### src/rtl/smrc_pkg.sv
/*
 * Shared constants and types for the two-wire register client.
 * Assumes a single 10 MHz core clock; all bus timing is derived from it.
 */
package smrc_pkg;

   // Core clock rate
   localparam int CLK_HZ      = 10_000_000;

   // Clock-low timeout, 30 ms
   localparam int LOW_TO_MS   = 30;
   localparam int LOW_TO_CYC  = LOW_TO_MS * (CLK_HZ / 1000);

   // Bus-idle timeout, 150 us
   localparam int IDLE_TO_US  = 150;
   localparam int IDLE_TO_CYC = IDLE_TO_US * (CLK_HZ / 1_000_000);

   // Addressing
   localparam logic [6:0] ARA_ADDR        = 7'h0C;
   localparam logic [6:0] CLIENT_ADDR_DEF = 7'h2E;
   localparam logic       RW_READ         = 1'b1;
   localparam logic       ARA_LSB         = 1'b0;

   // Byte framing and pointer
   localparam logic [3:0] BYTE_BITS = 4'h8;
   localparam logic [3:0] BIT_ZERO  = 4'h0;
   localparam logic [3:0] BIT_STEP  = 4'h1;
   localparam logic [7:0] PTR_RESET = 8'h00;
   localparam logic [7:0] PTR_STEP  = 8'h01;
   localparam logic [7:0] BYTE_ZERO = 8'h00;

   // Protocol states
   typedef enum logic [2:0] {
      S_IDLE    = 3'b000,
      S_RECV    = 3'b001,
      S_ACK_OUT = 3'b010,
      S_SEND    = 3'b011,
      S_ACK_IN  = 3'b100
   } smrc_state_t;

   // Meaning of the byte being received
   typedef enum logic [1:0] {
      K_ADDR = 2'b00,
      K_PTR  = 2'b01,
      K_DATA = 2'b10
   } smrc_kind_t;

endpackage

### src/rtl/smrc_client.sv
/*
 * Two-wire (SMBus/I2C) register client with pointer, timeouts and alert
 * response. Assumes the register file sits outside on the same clock:
 * reads are combinational on regRdAddr, writes leave through a two-entry
 * buffer. The pin wire is resolved outside from sdaOe.
 */
//
// Contract
// - Clock low over 30 ms resets protocol.
// - Both lines high over 150 us reset.
// - Block transfers carry no byte count.
// - Six transaction types are accepted.
// - Write byte: address, pointer, data, all acknowledged; data is nacked while the write buffer is full.
// - Pointer steps on each acknowledged written byte.
// - Read byte: pointer write, repeated start, read.
// - Host ack steps pointer, next register follows.
// - Pointer wraps FFh to 00h unchecked.
// - Send byte only loads the pointer.
// - Receive byte returns register at pointer.
// - Alert response returns own client address.
// - Alert reply counts only if fully sent.
// - Delivered alert reply sets mask bit.
// - Acknowledge data, own address, alert address; data only with buffer room, alert address only if alertPending.
// - Bytes are eight bits, MSB first.
// - Stop returns interface to ready.
// - Clock-low timeout off until enabled.
`timescale 1ns/10ps
`default_nettype none

module smrc_client
   import smrc_pkg::*;
#(
   parameter logic [6:0] CLIENT_ADDR   = CLIENT_ADDR_DEF,
   parameter int         LOW_TO_CYCLES = LOW_TO_CYC
) (
   input  wire logic       mclk,
   input  wire logic       srst,
   input  wire logic       sclIn,
   input  wire logic       sdaIn,
   output logic            sdaOut,
   output logic            sdaOe,
   input  wire logic       timeoutDisable,
   input  wire logic       alertPending,
   output logic [7:0]      regRdAddr,
   input  wire logic [7:0] regRdData,
   output logic            wrValid,
   output logic [7:0]      wrAddr,
   output logic [7:0]      wrData,
   input  wire logic       wrReady,
   output logic            alertMaskSet
);

   localparam int LOW_W  = $clog2(LOW_TO_CYCLES + 1);
   localparam int IDLE_W = $clog2(IDLE_TO_CYC + 1);

   // Elaboration check on the timeout length
   if (LOW_TO_CYCLES < 2) begin : g_bad_low
      $error("LOW_TO_CYCLES must be at least 2");
   end

   // Pin synchronisers and edge history
   logic sclM_q, sclS_q, sclP_q;
   logic sdaM_q, sdaS_q, sdaP_q;
   always_ff @(posedge mclk) begin
      if (srst) begin
         sclM_q <= 1'b1;
         sclS_q <= 1'b1;
         sclP_q <= 1'b1;
         sdaM_q <= 1'b1;
         sdaS_q <= 1'b1;
         sdaP_q <= 1'b1;
      end else begin
         sclM_q <= sclIn;
         sclS_q <= sclM_q;
         sclP_q <= sclS_q;
         sdaM_q <= sdaIn;
         sdaS_q <= sdaM_q;
         sdaP_q <= sdaS_q;
      end
   end
   // Bus events seen on the sampled lines
   logic sclRise, sclFall, startEv, stopEv;
   assign sclRise = sclS_q & ~sclP_q;
   assign sclFall = ~sclS_q & sclP_q;
   assign startEv = sclS_q & sclP_q & sdaP_q & ~sdaS_q;
   assign stopEv  = sclS_q & sclP_q & ~sdaP_q & sdaS_q;
   // Protocol state
   smrc_state_t state_q, state_d;
   smrc_kind_t  kind_q, kind_d;
   logic [3:0]  bitCnt_q, bitCnt_d;
   logic [7:0]  shift_q, shift_d;
   logic [7:0]  ptr_q, ptr_d;
   logic        readDir_q, readDir_d;
   logic        araMode_q, araMode_d;
   logic        hostAck_q, hostAck_d;
   logic        maskSet_q, maskSet_d;
   logic        sdaOe_q, sdaOe_d;
   logic        push, busReset, bufInReady;
   // Timeout counters
   logic [LOW_W-1:0]  lowCnt_q, lowCnt_d;
   logic [IDLE_W-1:0] idleCnt_q, idleCnt_d;
   logic              lowHit, idleHit;
   assign lowHit   = lowCnt_q == LOW_W'(LOW_TO_CYCLES);
   assign idleHit  = idleCnt_q == IDLE_W'(IDLE_TO_CYC);
   assign busReset = lowHit | idleHit;

   // Clock-low count only when enabled; idle count only mid-transaction
   always_comb begin
      lowCnt_d  = '0;
      idleCnt_d = '0;
      if (!sclS_q && !timeoutDisable && !lowHit) begin
         lowCnt_d = lowCnt_q + LOW_W'(1);
      end
      if (sclS_q && sdaS_q && state_q != S_IDLE && !idleHit) begin
         idleCnt_d = idleCnt_q + IDLE_W'(1);
      end
   end
   always_ff @(posedge mclk) begin
      if (srst) begin
         lowCnt_q  <= '0;
         idleCnt_q <= '0;
      end else begin
         lowCnt_q  <= lowCnt_d;
         idleCnt_q <= idleCnt_d;
      end
   end
   // Next protocol state
   always_comb begin
      logic ackIt;
      ackIt     = 1'b0;
      state_d   = state_q;
      kind_d    = kind_q;
      bitCnt_d  = bitCnt_q;
      shift_d   = shift_q;
      ptr_d     = ptr_q;
      readDir_d = readDir_q;
      araMode_d = araMode_q;
      hostAck_d = hostAck_q;
      sdaOe_d   = sdaOe_q;
      maskSet_d = 1'b0;
      push      = 1'b0;
      if (busReset || stopEv) begin
         state_d = S_IDLE;
         sdaOe_d = 1'b0;
      end else if (startEv) begin
         state_d   = S_RECV;
         kind_d    = K_ADDR;
         bitCnt_d  = BIT_ZERO;
         araMode_d = 1'b0;
         sdaOe_d   = 1'b0;
      end else begin
         unique case (state_q)
            S_RECV: begin
               if (sclRise && bitCnt_q != BYTE_BITS) begin
                  shift_d  = {shift_q[6:0], sdaS_q};
                  bitCnt_d = bitCnt_q + BIT_STEP;
               end else if (sclFall && bitCnt_q == BYTE_BITS) begin
                  unique case (kind_q)
                     K_ADDR: begin
                        if (shift_q[7:1] == CLIENT_ADDR) begin
                           ackIt     = 1'b1;
                           readDir_d = shift_q[0];
                        end else if (shift_q == {ARA_ADDR, RW_READ} && alertPending) begin
                           ackIt     = 1'b1;
                           readDir_d = 1'b1;
                           araMode_d = 1'b1;
                        end
                     end
                     K_PTR: begin
                        ackIt = 1'b1;
                        ptr_d = shift_q;
                     end
                     default: begin
                        if (bufInReady) begin
                           ackIt = 1'b1;
                           push  = 1'b1;
                           ptr_d = ptr_q + PTR_STEP;
                        end
                     end
                  endcase
                  state_d = ackIt ? S_ACK_OUT : S_IDLE;
                  sdaOe_d = ackIt;
               end
            end
            S_ACK_OUT: begin
               if (sclFall) begin
                  bitCnt_d = BIT_ZERO;
                  if (readDir_q) begin
                     shift_d = araMode_q ? {CLIENT_ADDR, ARA_LSB} : regRdData;
                     sdaOe_d = ~shift_d[7];
                     state_d = S_SEND;
                  end else begin
                     sdaOe_d = 1'b0;
                     state_d = S_RECV;
                     kind_d  = (kind_q == K_ADDR) ? K_PTR : K_DATA;
                  end
               end
            end
            S_SEND: begin
               if (sclRise) begin
                  if (!sdaOe_q && !sdaS_q) begin
                     state_d = S_IDLE;
                     sdaOe_d = 1'b0;
                  end else begin
                     bitCnt_d = bitCnt_q + BIT_STEP;
                  end
               end else if (sclFall) begin
                  if (bitCnt_q == BYTE_BITS) begin
                     sdaOe_d   = 1'b0;
                     hostAck_d = 1'b0;
                     state_d   = S_ACK_IN;
                     maskSet_d = araMode_q;
                  end else begin
                     shift_d = {shift_q[6:0], 1'b0};
                     sdaOe_d = ~shift_q[6];
                  end
               end
            end
            S_ACK_IN: begin
               if (sclRise) begin
                  hostAck_d = ~sdaS_q;
                  if (!sdaS_q && !araMode_q) begin
                     ptr_d = ptr_q + PTR_STEP;
                  end
               end else if (sclFall) begin
                  if (hostAck_q && !araMode_q) begin
                     shift_d  = regRdData;
                     sdaOe_d  = ~regRdData[7];
                     bitCnt_d = BIT_ZERO;
                     state_d  = S_SEND;
                  end else begin
                     state_d = S_IDLE;
                  end
               end
            end
            default: begin  // Idle waits for start; unused codes recover
               state_d = S_IDLE;
               sdaOe_d = 1'b0;
            end
         endcase
      end
   end

   // Protocol registers; pointer survives stop and timeouts
   always_ff @(posedge mclk) begin
      if (srst) begin
         state_q   <= S_IDLE;
         kind_q    <= K_ADDR;
         bitCnt_q  <= BIT_ZERO;
         shift_q   <= BYTE_ZERO;
         ptr_q     <= PTR_RESET;
         readDir_q <= 1'b0;
         araMode_q <= 1'b0;
         hostAck_q <= 1'b0;
         maskSet_q <= 1'b0;
         sdaOe_q   <= 1'b0;
      end else begin
         state_q   <= state_d;
         kind_q    <= kind_d;
         bitCnt_q  <= bitCnt_d;
         shift_q   <= shift_d;
         ptr_q     <= ptr_d;
         readDir_q <= readDir_d;
         araMode_q <= araMode_d;
         hostAck_q <= hostAck_d;
         maskSet_q <= maskSet_d;
         sdaOe_q   <= sdaOe_d;
      end
   end

   // Two-entry write buffer: output stage plus spare
   logic       ov_q, ov_d, sv_q, sv_d;
   logic [7:0] oa_q, oa_d, od_q, od_d, sa_q, sa_d, sd_q, sd_d;
   logic       pop;
   assign bufInReady = ~sv_q;
   assign pop        = ov_q & wrReady;
   always_comb begin
      ov_d = ov_q;
      oa_d = oa_q;
      od_d = od_q;
      sv_d = sv_q;
      sa_d = sa_q;
      sd_d = sd_q;
      if (pop) begin
         ov_d = sv_q;
         oa_d = sa_q;
         od_d = sd_q;
         sv_d = 1'b0;
      end
      if (push) begin
         if (!ov_d) begin
            ov_d = 1'b1;
            oa_d = ptr_q;
            od_d = shift_q;
         end else begin
            sv_d = 1'b1;
            sa_d = ptr_q;
            sd_d = shift_q;
         end
      end
   end
   always_ff @(posedge mclk) begin
      if (srst) begin
         ov_q <= 1'b0;
         oa_q <= BYTE_ZERO;
         od_q <= BYTE_ZERO;
         sv_q <= 1'b0;
         sa_q <= BYTE_ZERO;
         sd_q <= BYTE_ZERO;
      end else begin
         ov_q <= ov_d;
         oa_q <= oa_d;
         od_q <= od_d;
         sv_q <= sv_d;
         sa_q <= sa_d;
         sd_q <= sd_d;
      end
   end
   // Open-drain data level is always low when enabled
   logic sdaOut_q;
   always_ff @(posedge mclk) begin
      sdaOut_q <= 1'b0;
   end
   // Outputs straight from flops
   assign sdaOut       = sdaOut_q;
   assign sdaOe        = sdaOe_q;
   assign regRdAddr    = ptr_q;
   assign wrValid      = ov_q;
   assign wrAddr       = oa_q;
   assign wrData       = od_q;
   assign alertMaskSet = maskSet_q;

   logic ackByte;
   assign ackByte = state_q == S_RECV && sclFall && bitCnt_q == BYTE_BITS && !busReset && !stopEv && !startEv;
endmodule

`default_nettype wire

### config.mk
export PLATFORM = sky130hd
export DESIGN_NAME = smrc_client
export DESIGN_NICKNAME = d
export VERILOG_FILES = /design/src/rtl/smrc_pkg.sv /design/src/rtl/smrc_client.sv
export SDC_FILE = /design/constraint.sdc
export NUM_CORES = 1
export LEC_CHECK = 0
export ABC_AREA = 0
export BUFFER_PORTS_ARGS = -buffer_cell sky130_fd_sc_hd__buf_2
export CORE_UTILIZATION = 50
export CTS_CLUSTER_DIAMETER = 30
export CTS_CLUSTER_SIZE = 12
export DETAILED_ROUTE_END_ITERATION = 12
export GPL_TIMING_DRIVEN = 0
export HOLD_SLACK_MARGIN = 0.02
export PLACE_DENSITY = 0.68
export SLEW_MARGIN = 20
export SYNTH_ARGS = -nofsm -noshare
export SYNTH_HDL_FRONTEND = slang
export SYNTH_SLANG_ARGS = --single-unit
### constraint.sdc
create_clock -name mclk -period 2.61 [get_ports mclk]
set_clock_uncertainty 0.1 [all_clocks]
set_input_delay 0.1305 -clock mclk [delete_from_list [all_inputs] [get_ports mclk]]
set_output_delay 0.1305 -clock mclk [all_outputs]
set_load 0.01 [all_outputs]
# Word-level counts from Yosys, hierarchy flattened
# Cells that the tools add are included.
dict set report totals {
  ff_bits 100
  out_inout_bits 28
  in_bits 15
}
dict set report classes {
  n_eq_ne 45
  n_mux 97
  n_reduce_logical 49
  addsub 4
  bitwise 24
}
# cell n
set op_table {}
lappend op_table {{$mux 8} 21}
lappend op_table {{$mux 1} 43}
lappend op_table {{$ne 2x2->1 const B} 18}
lappend op_table {{$ne 3x3->1 const B} 12}
lappend op_table {{$mux 4} 8}
lappend op_table {{$pmux 8 s2} 2}
lappend op_table {{$pmux 8 s4} 1}
lappend op_table {{$mux 3} 9}
lappend op_table {{$reduce_and 8->1} 3}
lappend op_table {{$reduce_and 7->1} 3}
lappend op_table {{$add 19x1->19 const B} 1}
lappend op_table {{$eq 19x19->1 const B} 1}
lappend op_table {{$reduce_and 9->1} 2}
lappend op_table {{$reduce_bool 2->1} 9}
lappend op_table {{$mux 2} 8}
lappend op_table {{$ne 4x4->1 const B} 4}
lappend op_table {{$pmux 4 s4} 1}
lappend op_table {{$not 1->1} 15}
lappend op_table {{$pmux 3 s4} 1}
lappend op_table {{$reduce_and 12->1} 1}
lappend op_table {{$add 11x1->11 const B} 1}
lappend op_table {{$eq 11x11->1 const B} 1}
lappend op_table {{$logic_and 1x1->1} 11}
lappend op_table {{$add 8x1->8 const B} 1}
lappend op_table {{24 further kinds} 42}

# Longest topological paths before layout
# Gate-level depths: netlist of the first run.
dict set report logic_depth {
  depth_word 15
  ltp_mapped 9
}

# Worst setup path before layout of the first run
# No wires, ideal clock.
dict set report synth_timing {
  path_type {register -> register}
  start {register lowCnt_q[14]}
  end {register sa_q[0]}
  arrival_ps 2123
  synth_period_minus_slack_ps 2295
  path_slack_ps 315
  setup_time_ps 72
  t_required_ps 2438
  stages_incl_launch_ff 8
  path_cell_list {dfxtp_1 > or4b_1 > or4_4 > o211ai_2 > or3b_1 > buf_6 > buf_12 > mux2i_1}
}
dict set report synth_via {
  elab_chain_len 5
}
# item line_no
set synth_rtl {}
lappend synth_rtl {{start, declared} smrc_client.sv:100} ;# logic [LOW_W-1:0] lowCnt_q, lowCnt_d;
lappend synth_rtl {{start signal, assigned} smrc_client.sv:123} ;# lowCnt_q <= lowCnt_d;
lappend synth_rtl {{$eq 19x19->1} smrc_client.sv:103} ;# assign lowHit = lowCnt_q == LOW_W'(LOW_TO_CYCLES);
lappend synth_rtl {{$or 1x1->1} smrc_client.sv:105} ;# assign busReset = lowHit | idleHit;
lappend synth_rtl {{$logic_or 1x1->1} smrc_client.sv:142} ;# if (busReset || stopEv) begin
lappend synth_rtl {{$mux 1} smrc_client.sv:142}
lappend synth_rtl {{$reduce_and 2->1 (no source line)} n/a}
lappend synth_rtl {{end signal, assigned} smrc_client.sv:308} ;# sa_q <= BYTE_ZERO;
lappend synth_rtl {{end signal, assigned} smrc_client.sv:315} ;# sa_q <= sa_d;
lappend synth_rtl {{end, declared} smrc_client.sv:273} ;# logic [7:0] oa_q, oa_d, od_q, od_d, sa_q, sa_d, sd_q, sd_d;
# Every way passes these cells.
# A chain may end at the register's enable or synchronous reset.

# Worst setup path in the final report of the first run
dict set report layout_timing {
  start {register lowCnt_q[14]}
  end {register shift_q[5]}
}
dict set report layout_via {
  elab_chain_len 5
}
# item line_no
set layout_rtl {}
lappend layout_rtl {{$eq 19x19->1} smrc_client.sv:103}
lappend layout_rtl {{$or 1x1->1} smrc_client.sv:105}
lappend layout_rtl {{$logic_or 1x1->1} smrc_client.sv:142}
lappend layout_rtl {{$not 1->1 (no source line)} n/a}
lappend layout_rtl {{$reduce_and 12->1 (no source line)} n/a}
lappend layout_rtl {{end signal, assigned} smrc_client.sv:261} ;# shift_q <= shift_d;
lappend layout_rtl {{end, declared} smrc_client.sv:91} ;# logic [7:0] shift_q, shift_d;
# Every way passes these cells.

==> impl_metrics.ini, run 1 <==
[clock_tree]
clkLatencyLatePin_ps = 370
cts_tree = done
clock_path_buffers = 2
path_clk_slew_ps = 100
cts_root_buf = clkbuf_8
htreeDepth = 3
cts_made_buffers = 9
clkSinkCount = 100

[final_layout]
diodes = 0
fillCellCount = 967
instances_no_fill = 803
multi_input_area_sq_um = 3060
layout-drive-gt1-share_pct = 13.0
syn2layout_area_growth_pct = 12.9
seq_area_sq_um = 2000
mostFrequentLayoutCells = dfxtp_1, nor2_1, buf_2, nand2b_1, mux2i_1
design_area_sq_um = 5950
fin_nets = 688
layout_commonest_cell = dfxtp_1

[setup_path]
critPathRequiredTime_ps = 2800
r2r_slack_ps = 100
crit_type = reg -> reg
critPathArrivalTime_ps = 2700
start_kind = flop
path_max_fanout = 10
reg2reg_depth = 7
end_kind = flop

[synth]
synthCells = 606
async_flop_share_pct = 0
synth_ff_type = dfxtp_1
yosys_warnings = 0
synth-seq-cells = 100
synth_top_cell_area_share_pct = 38.0
synth.distinct_cells = 72
syn_nets = 631
syn_avg_cell_area_sq_um = 8.70
syn_area_sq_um = 5270
synth_edf_count = 0
yosysTopAreaCell = dfxtp_1
seq_area_frac_synth_pct = 38.0
synth_area_leaders = dfxtp_1, mux2i_1, nand2b_1, nor2_1, nand3_1

[route]
remaining_drc_errors = 0
vias = 4714
routed_via_density = 5.87
drt_iter0_drc = 256
drt_pass1_iterations = 5
totalWireLength_mm = 13.4
ant_nets = 0
wl_per_cell_um = 16.7

[placement]
place_inst = 782
post-dp-hpwl_mm = 9.82
placedInstanceArea_sq_um = 5640
finalWeightedCongestion = 0.928
io_buffers = 40

[power_and_ir_drop]
seqPwrFrac_pct = 52.3
p_sw_uw = 806
p_leak_uw = 0.00218
p_comb_share_pct = 11.7
power_uw = 3040
peakVddDrop_mv = 0.244
p_int_uw = 2230
swShare_pct = 26.5
clockPowerShare_pct = 35.9
power_density_nw_per_um2 = 510

[timing]
relSlewSlack_pct = 54.0
fmax_mhz = 399
hold_viol = 0
slew_violations = 0
rsz0062_at_grt = no
finalCritPeriodShare_pct = 96.0
fin_crit_ps = 2510
tightest_slew_ps = 685
finalSetupViolations = 0

[global_route]
use_met1_pct = 30.2
grt_pass1_vias = 4500
grt_use_met3_pct = 2.93
use_met2_pct = 43.5
grt_overflow = 0
grt_usage_pct = 24.9
grt_max_degree = 17
busiest_layer = met2
antenna_found_initial = 0
grt_pass1_wl_mm = 21.7

[floorplan]
die-area_sq_um = 11000
die_w_um = 105
io_pins = 43
rows = 37
fp.dieH_um = 105
core_area_sq_um = 10300
start_util_pct = 51.3

[status]
status = completed

[run]
max_cap_violations = 0

[worst_hold_path]
hold_class = in -> reg
holdPathStages = 4
worst paths after layout:
| kind | from | end |
|---|---|---|
| max | lowCnt_q[14]$_SDFF_PP0_ | shift_q[5]$_SDFFE_PP0P_ |
| min | regRdData[3] | shift_q[3]$_SDFFE_PP0P_ |
| max reg2reg | lowCnt_q[14]$_SDFF_PP0_ | shift_q[5]$_SDFFE_PP0P_ |
| min reg2reg | sdaM_q$_SDFF_PP1_ | sdaS_q$_SDFF_PP1_ |
cell families (layout without fill, tap and decap cells):
family / after synthesis / in the layout / share of synthesized area (%)
AND/OR/NAND/NOR: 258 / 258 / 26.7
AO/OA/AOI/OAI: 119 / 119 / 16.6
flip-flops: 100 / 100 / 38.0
buffers and inverters: 53 / 114 / 4.56
multiplexers: 39 / 39 / 7.40
XOR/XNOR: 26 / 26 / 4.32
adder cells (fa/ha/maj): 10 / 10 / 2.37
other: 1 / 1 / 0.0711
stage by stage:
| stage | hold WS (ps) | setup slack, ps | util (%) | setup TNS (ps) |
|---|---|---|---|---|
| after floorplan | 134 | 315 | - | 0 |
| after detailed placement | 217 | -31.8 | 54.9 | -110 |
| after global routing | 101 | 3.04 | 57.9 | 0 |
| final | 81.6 | 105 | 57.9 | 0 |
| after CTS | 78.1 | 14.9 | 57.4 | 0 |
| after global placement | 216 | 19.6 | 54.9 | 0 |
flip-flops by register name, summed over array words and instances (netlist names):
register,cells
sclP_q,1
hostAck_q,1
regRdAddr,8
sd_q,8
sdaS_q,1
sa_q,8
shift_q,8
sclS_q,1
wrAddr,8
sdaM_q,1
idleCnt_q,11
bitCnt_q,4
wrData,8
sdaOe,1
sdaP_q,1
readDir_q,1
state_q,3
araMode_q,1
alertMaskSet,1
sv_q,1
lowCnt_q,19
wrValid,1
kind_q,2
sclM_q,1
power by group through the flow:
stage	clock network [uW]	logic, uW	registers, uW
after floorplan	0	251	1610
after global placement	0	332	1620
after detailed placement	0	339	1620
after CTS	1100	346	1590
after global routing	1170	388	1600
final	1090	357	1590
worst max-delay path, stage by stage (launching register included):
cell and delay, ps:
dfxtp_2 350, or4b_4 550, or4_4 520, o211ai_4 250, buf_4 230, nor2_2 40, buf_4 190, a211oi_1 190
final cells by class:
type,instances,area share [%]
clock buffers,9,2.08
plain buffers,34,2.84
inverters,18,1.13
clock inverters,6,1.49
multi-input cells,453,51.4
repair buffers,47,4.58
flip-flops and latches,100,33.6
well taps,136,2.86
repair_timing:
item                       CTS  global route
hold endpoints to repair     3             0
setup endpoints to repair    9            31
gates resized for setup      1             5
pin swaps                    1             3
setup buffers                0             4
hold buffers                 3             0
layer usage:
| metal | wire length, um | vias up | part of all wire (%) |
|---|---|---|---|
| met5 | 0 | - | 0 |
| met4 | 347 | 0 | 2.6 |
| met3 | 549 | 33 | 4.1 |
| met2 | 6610 | 153 | 49 |
| met1 | 5900 | 2237 | 44 |
| li1 | - | 2291 | - |
synth_stat cells, types with 3 or more instances:
library cell	instances
dfxtp_1	100
nor2_1	51
mux2i_1	39
nand2b_1	39
nand2_1	38
nand3_1	35
clkbuf_1	26
a21oi_1	22
nor3_1	19
inv_1	18
a21o_1	17
xnor2_1	14
xor2_1	12
a211oi_1	11
and3_1	10
ha_1	10
o21ai_0	10
o22ai_1	10
or2_2	8
nor2b_1	7
nor3b_1	7
nor4_1	7
a211o_1	6
o32ai_1	6
nand3b_1	5
or3_1	4
a222oi_1	3
a22o_1	3
a2bb2oi_1	3
a31oi_1	3
and2_1	3
and3b_1	3
nand4_1	3
or4_1	3
Power figures use the tool's default switching activity.
==> run 2, diff against run 1 <==
--- a/config.mk
+++ b/config.mk
@@ -13,6 +13,7 @@
 export DETAILED_ROUTE_END_ITERATION = 12
 export GPL_TIMING_DRIVEN = 0
 export HOLD_SLACK_MARGIN = 0.02
+export MAX_ROUTING_LAYER = met4
 export PLACE_DENSITY = 0.68
 export SLEW_MARGIN = 20
 export SYNTH_ARGS = -nofsm -noshare
==> run 2 against run 1 <==
Compared with the run above: wire length is 1.3% lower; setup slack better by 14 ps; critical path depth is 1 lower; final cell count is 0.12% higher; flip-flop and latch count stayed put; sequential power hardly changed; clock-buffer cell count is 1 higher; core utilization is 0.29 points lower; largest cell class unchanged.
==> impl_metrics.ini, run 2 (same netlist as run 1, synthesis figures left out) <==
[timing]
fin_crit_ps = 2490
finalSetupViolations = 0
slew_violations = 0
finalCritPeriodShare_pct = 95.5
relSlewSlack_pct = 51.5
timing.hold.ws_ps = 89.4
final.setup.tns_ps = 0
tightest_slew_ps = 723
fmax_mhz = 401
hold_viol = 0

[setup_path]
critPathRequiredTime_ps = 2750
critPathArrivalTime_ps = 2630
crit_type = reg -> reg
path_max_fanout = 10
cpPeakStageDelay_ps = 550
crit_buf_inv = 1
worstSetupStartpoint = lowCnt_q[14]$_SDFF_PP0_
cp_slowest_cell = or4b_4
start_kind = flop
reg2reg_depth = 6
r2r_start = lowCnt_q[14]$_SDFF_PP0_
path_cells = or4b_4 -> or4_4 -> o211a_1 -> buf_2 -> a41oi_1 -> nor3_1
end_kind = flop
crit_cells = 6
crit_family = simple AND/OR/NAND/NOR gates

[clock_tree]
path_clk_slew_ps = 90
htreeDepth = 3
cts_made_buffers = 9
clkSinkCount = 100
clkLatencyLatePin_ps = 370
clock_path_buffers = 2
cts_tree = done
cts_root_buf = clkbuf_8

[placement]
io_buffers = 40
post-dp-hpwl_mm = 9.67
finalWeightedCongestion = 0.915
placedInstanceArea_sq_um = 5640

[power_and_ir_drop]
peakVddDrop_mv = 0.314
p_leak_uw = 0.00216
power_uw = 2840
power_density_nw_per_um2 = 480

[floorplan]
io_pins = 43
core_area_sq_um = 10300
fp.dieH_um = 105
rows = 37
die-area_sq_um = 11000
die_w_um = 105
start_util_pct = 51.3

[global_route]
grt_usage_pct = 25.5
grt_max_degree = 17
antenna_found_initial = 0
grt_pass1_vias = 4488
grt_overflow = 0
grt_pass1_wl_mm = 21.8

[final_layout]
multi_input_area_sq_um = 3070
reg.largest.list = lowCnt_q (19), idleCnt_q (11)
syn2layout_area_growth_pct = 12.3
diodes = 0
fin_nets = 689
mostFrequentLayoutCells = dfxtp_1, nor2_1, buf_2, nand2b_1
top_register = lowCnt_q
layout-drive-gt1-share_pct = 13.3
layout_commonest_cell = dfxtp_1
design_area_sq_um = 5920
largest_register_ffs = 19
seq_area_sq_um = 2000
finish.utilization_pct = 57.6
fillCellCount = 950

[route]
wl_per_cell_um = 16.5
remaining_drc_errors = 0
drt_pass1_iterations = 5
drt_iter0_drc = 223
vias = 4625
ant_nets = 0
routed_via_density = 5.75
totalWireLength_mm = 13.2

[status]
status = completed

[worst_hold_path]
holdPathStages = 4
hold_class = in -> reg
min_from = regRdData[3]

[run]
max_cap_violations = 0
[run 2: changes by cell type in the layout (fill, tap and decap cells not counted), sizes merged]
| cell | delta |
|---|---|
| bufinv | -2 |
| buf | +1 |
| clkbuf | +1 |
| clkinv | +1 |
[run 2: layout make-up]
cell class              count  share of cell area, %
inverters                  18                   1.14
multi-input cells         453                   51.8
plain buffers              34                   2.85
well taps                 136                   2.87
clock inverters             5                  0.634
clock buffers              10                   2.15
repair buffers             48                   4.73
flip-flops and latches    100                   33.8
[run 2: final timing paths]
check                                               end  slack, ps
worst min register to register        sdaS_q$_SDFF_PP1_        320
worst max register to register   readDir_q$_SDFFE_PP0P_        120
worst min-delay path            shift_q[3]$_SDFFE_PP0P_         90
worst max-delay path             readDir_q$_SDFFE_PP0P_        120
[run 2: metal layers]
layer | track usage [%] | vias up | share of wire (%)
li1 | - | 2294 | -
met1 | 30.1 | 2217 | 45
met2 | 44.0 | 89 | 49
met3 | 4.62 | 25 | 3.3
met4 | 7.95 | 0 | 2.0
met5 | - | - | 0
[run 2: timing repair]
item	in CTS	in global routing
pin swaps	0	3
hold buffers	3	0
setup buffers	0	5
endpoints found under the setup margin	9	31
endpoints found under the hold margin	3	0
resized for setup	1	7
[run 2: where the power goes]
part	total [uW]	switching [uW]	leakage [uW]	internal, uW
clock network	896	550	0.0000787	346
logic	357	214	0.00127	142
registers	1590	37.4	0.000808	1550
[run 2: metrics by stage]
step	setup slack, ps	cells
after floorplan	315	606
after global placement	7.52	782
after detailed placement	-22.5	782
after CTS	2.27	800
after global routing	-53.2	804
final	118	804
[run 2: worst min-delay path, cell delays in order]
cell     delay (ps)
buf_2           110
o22ai_1         100
a211o_1         120
mux2i_1          60
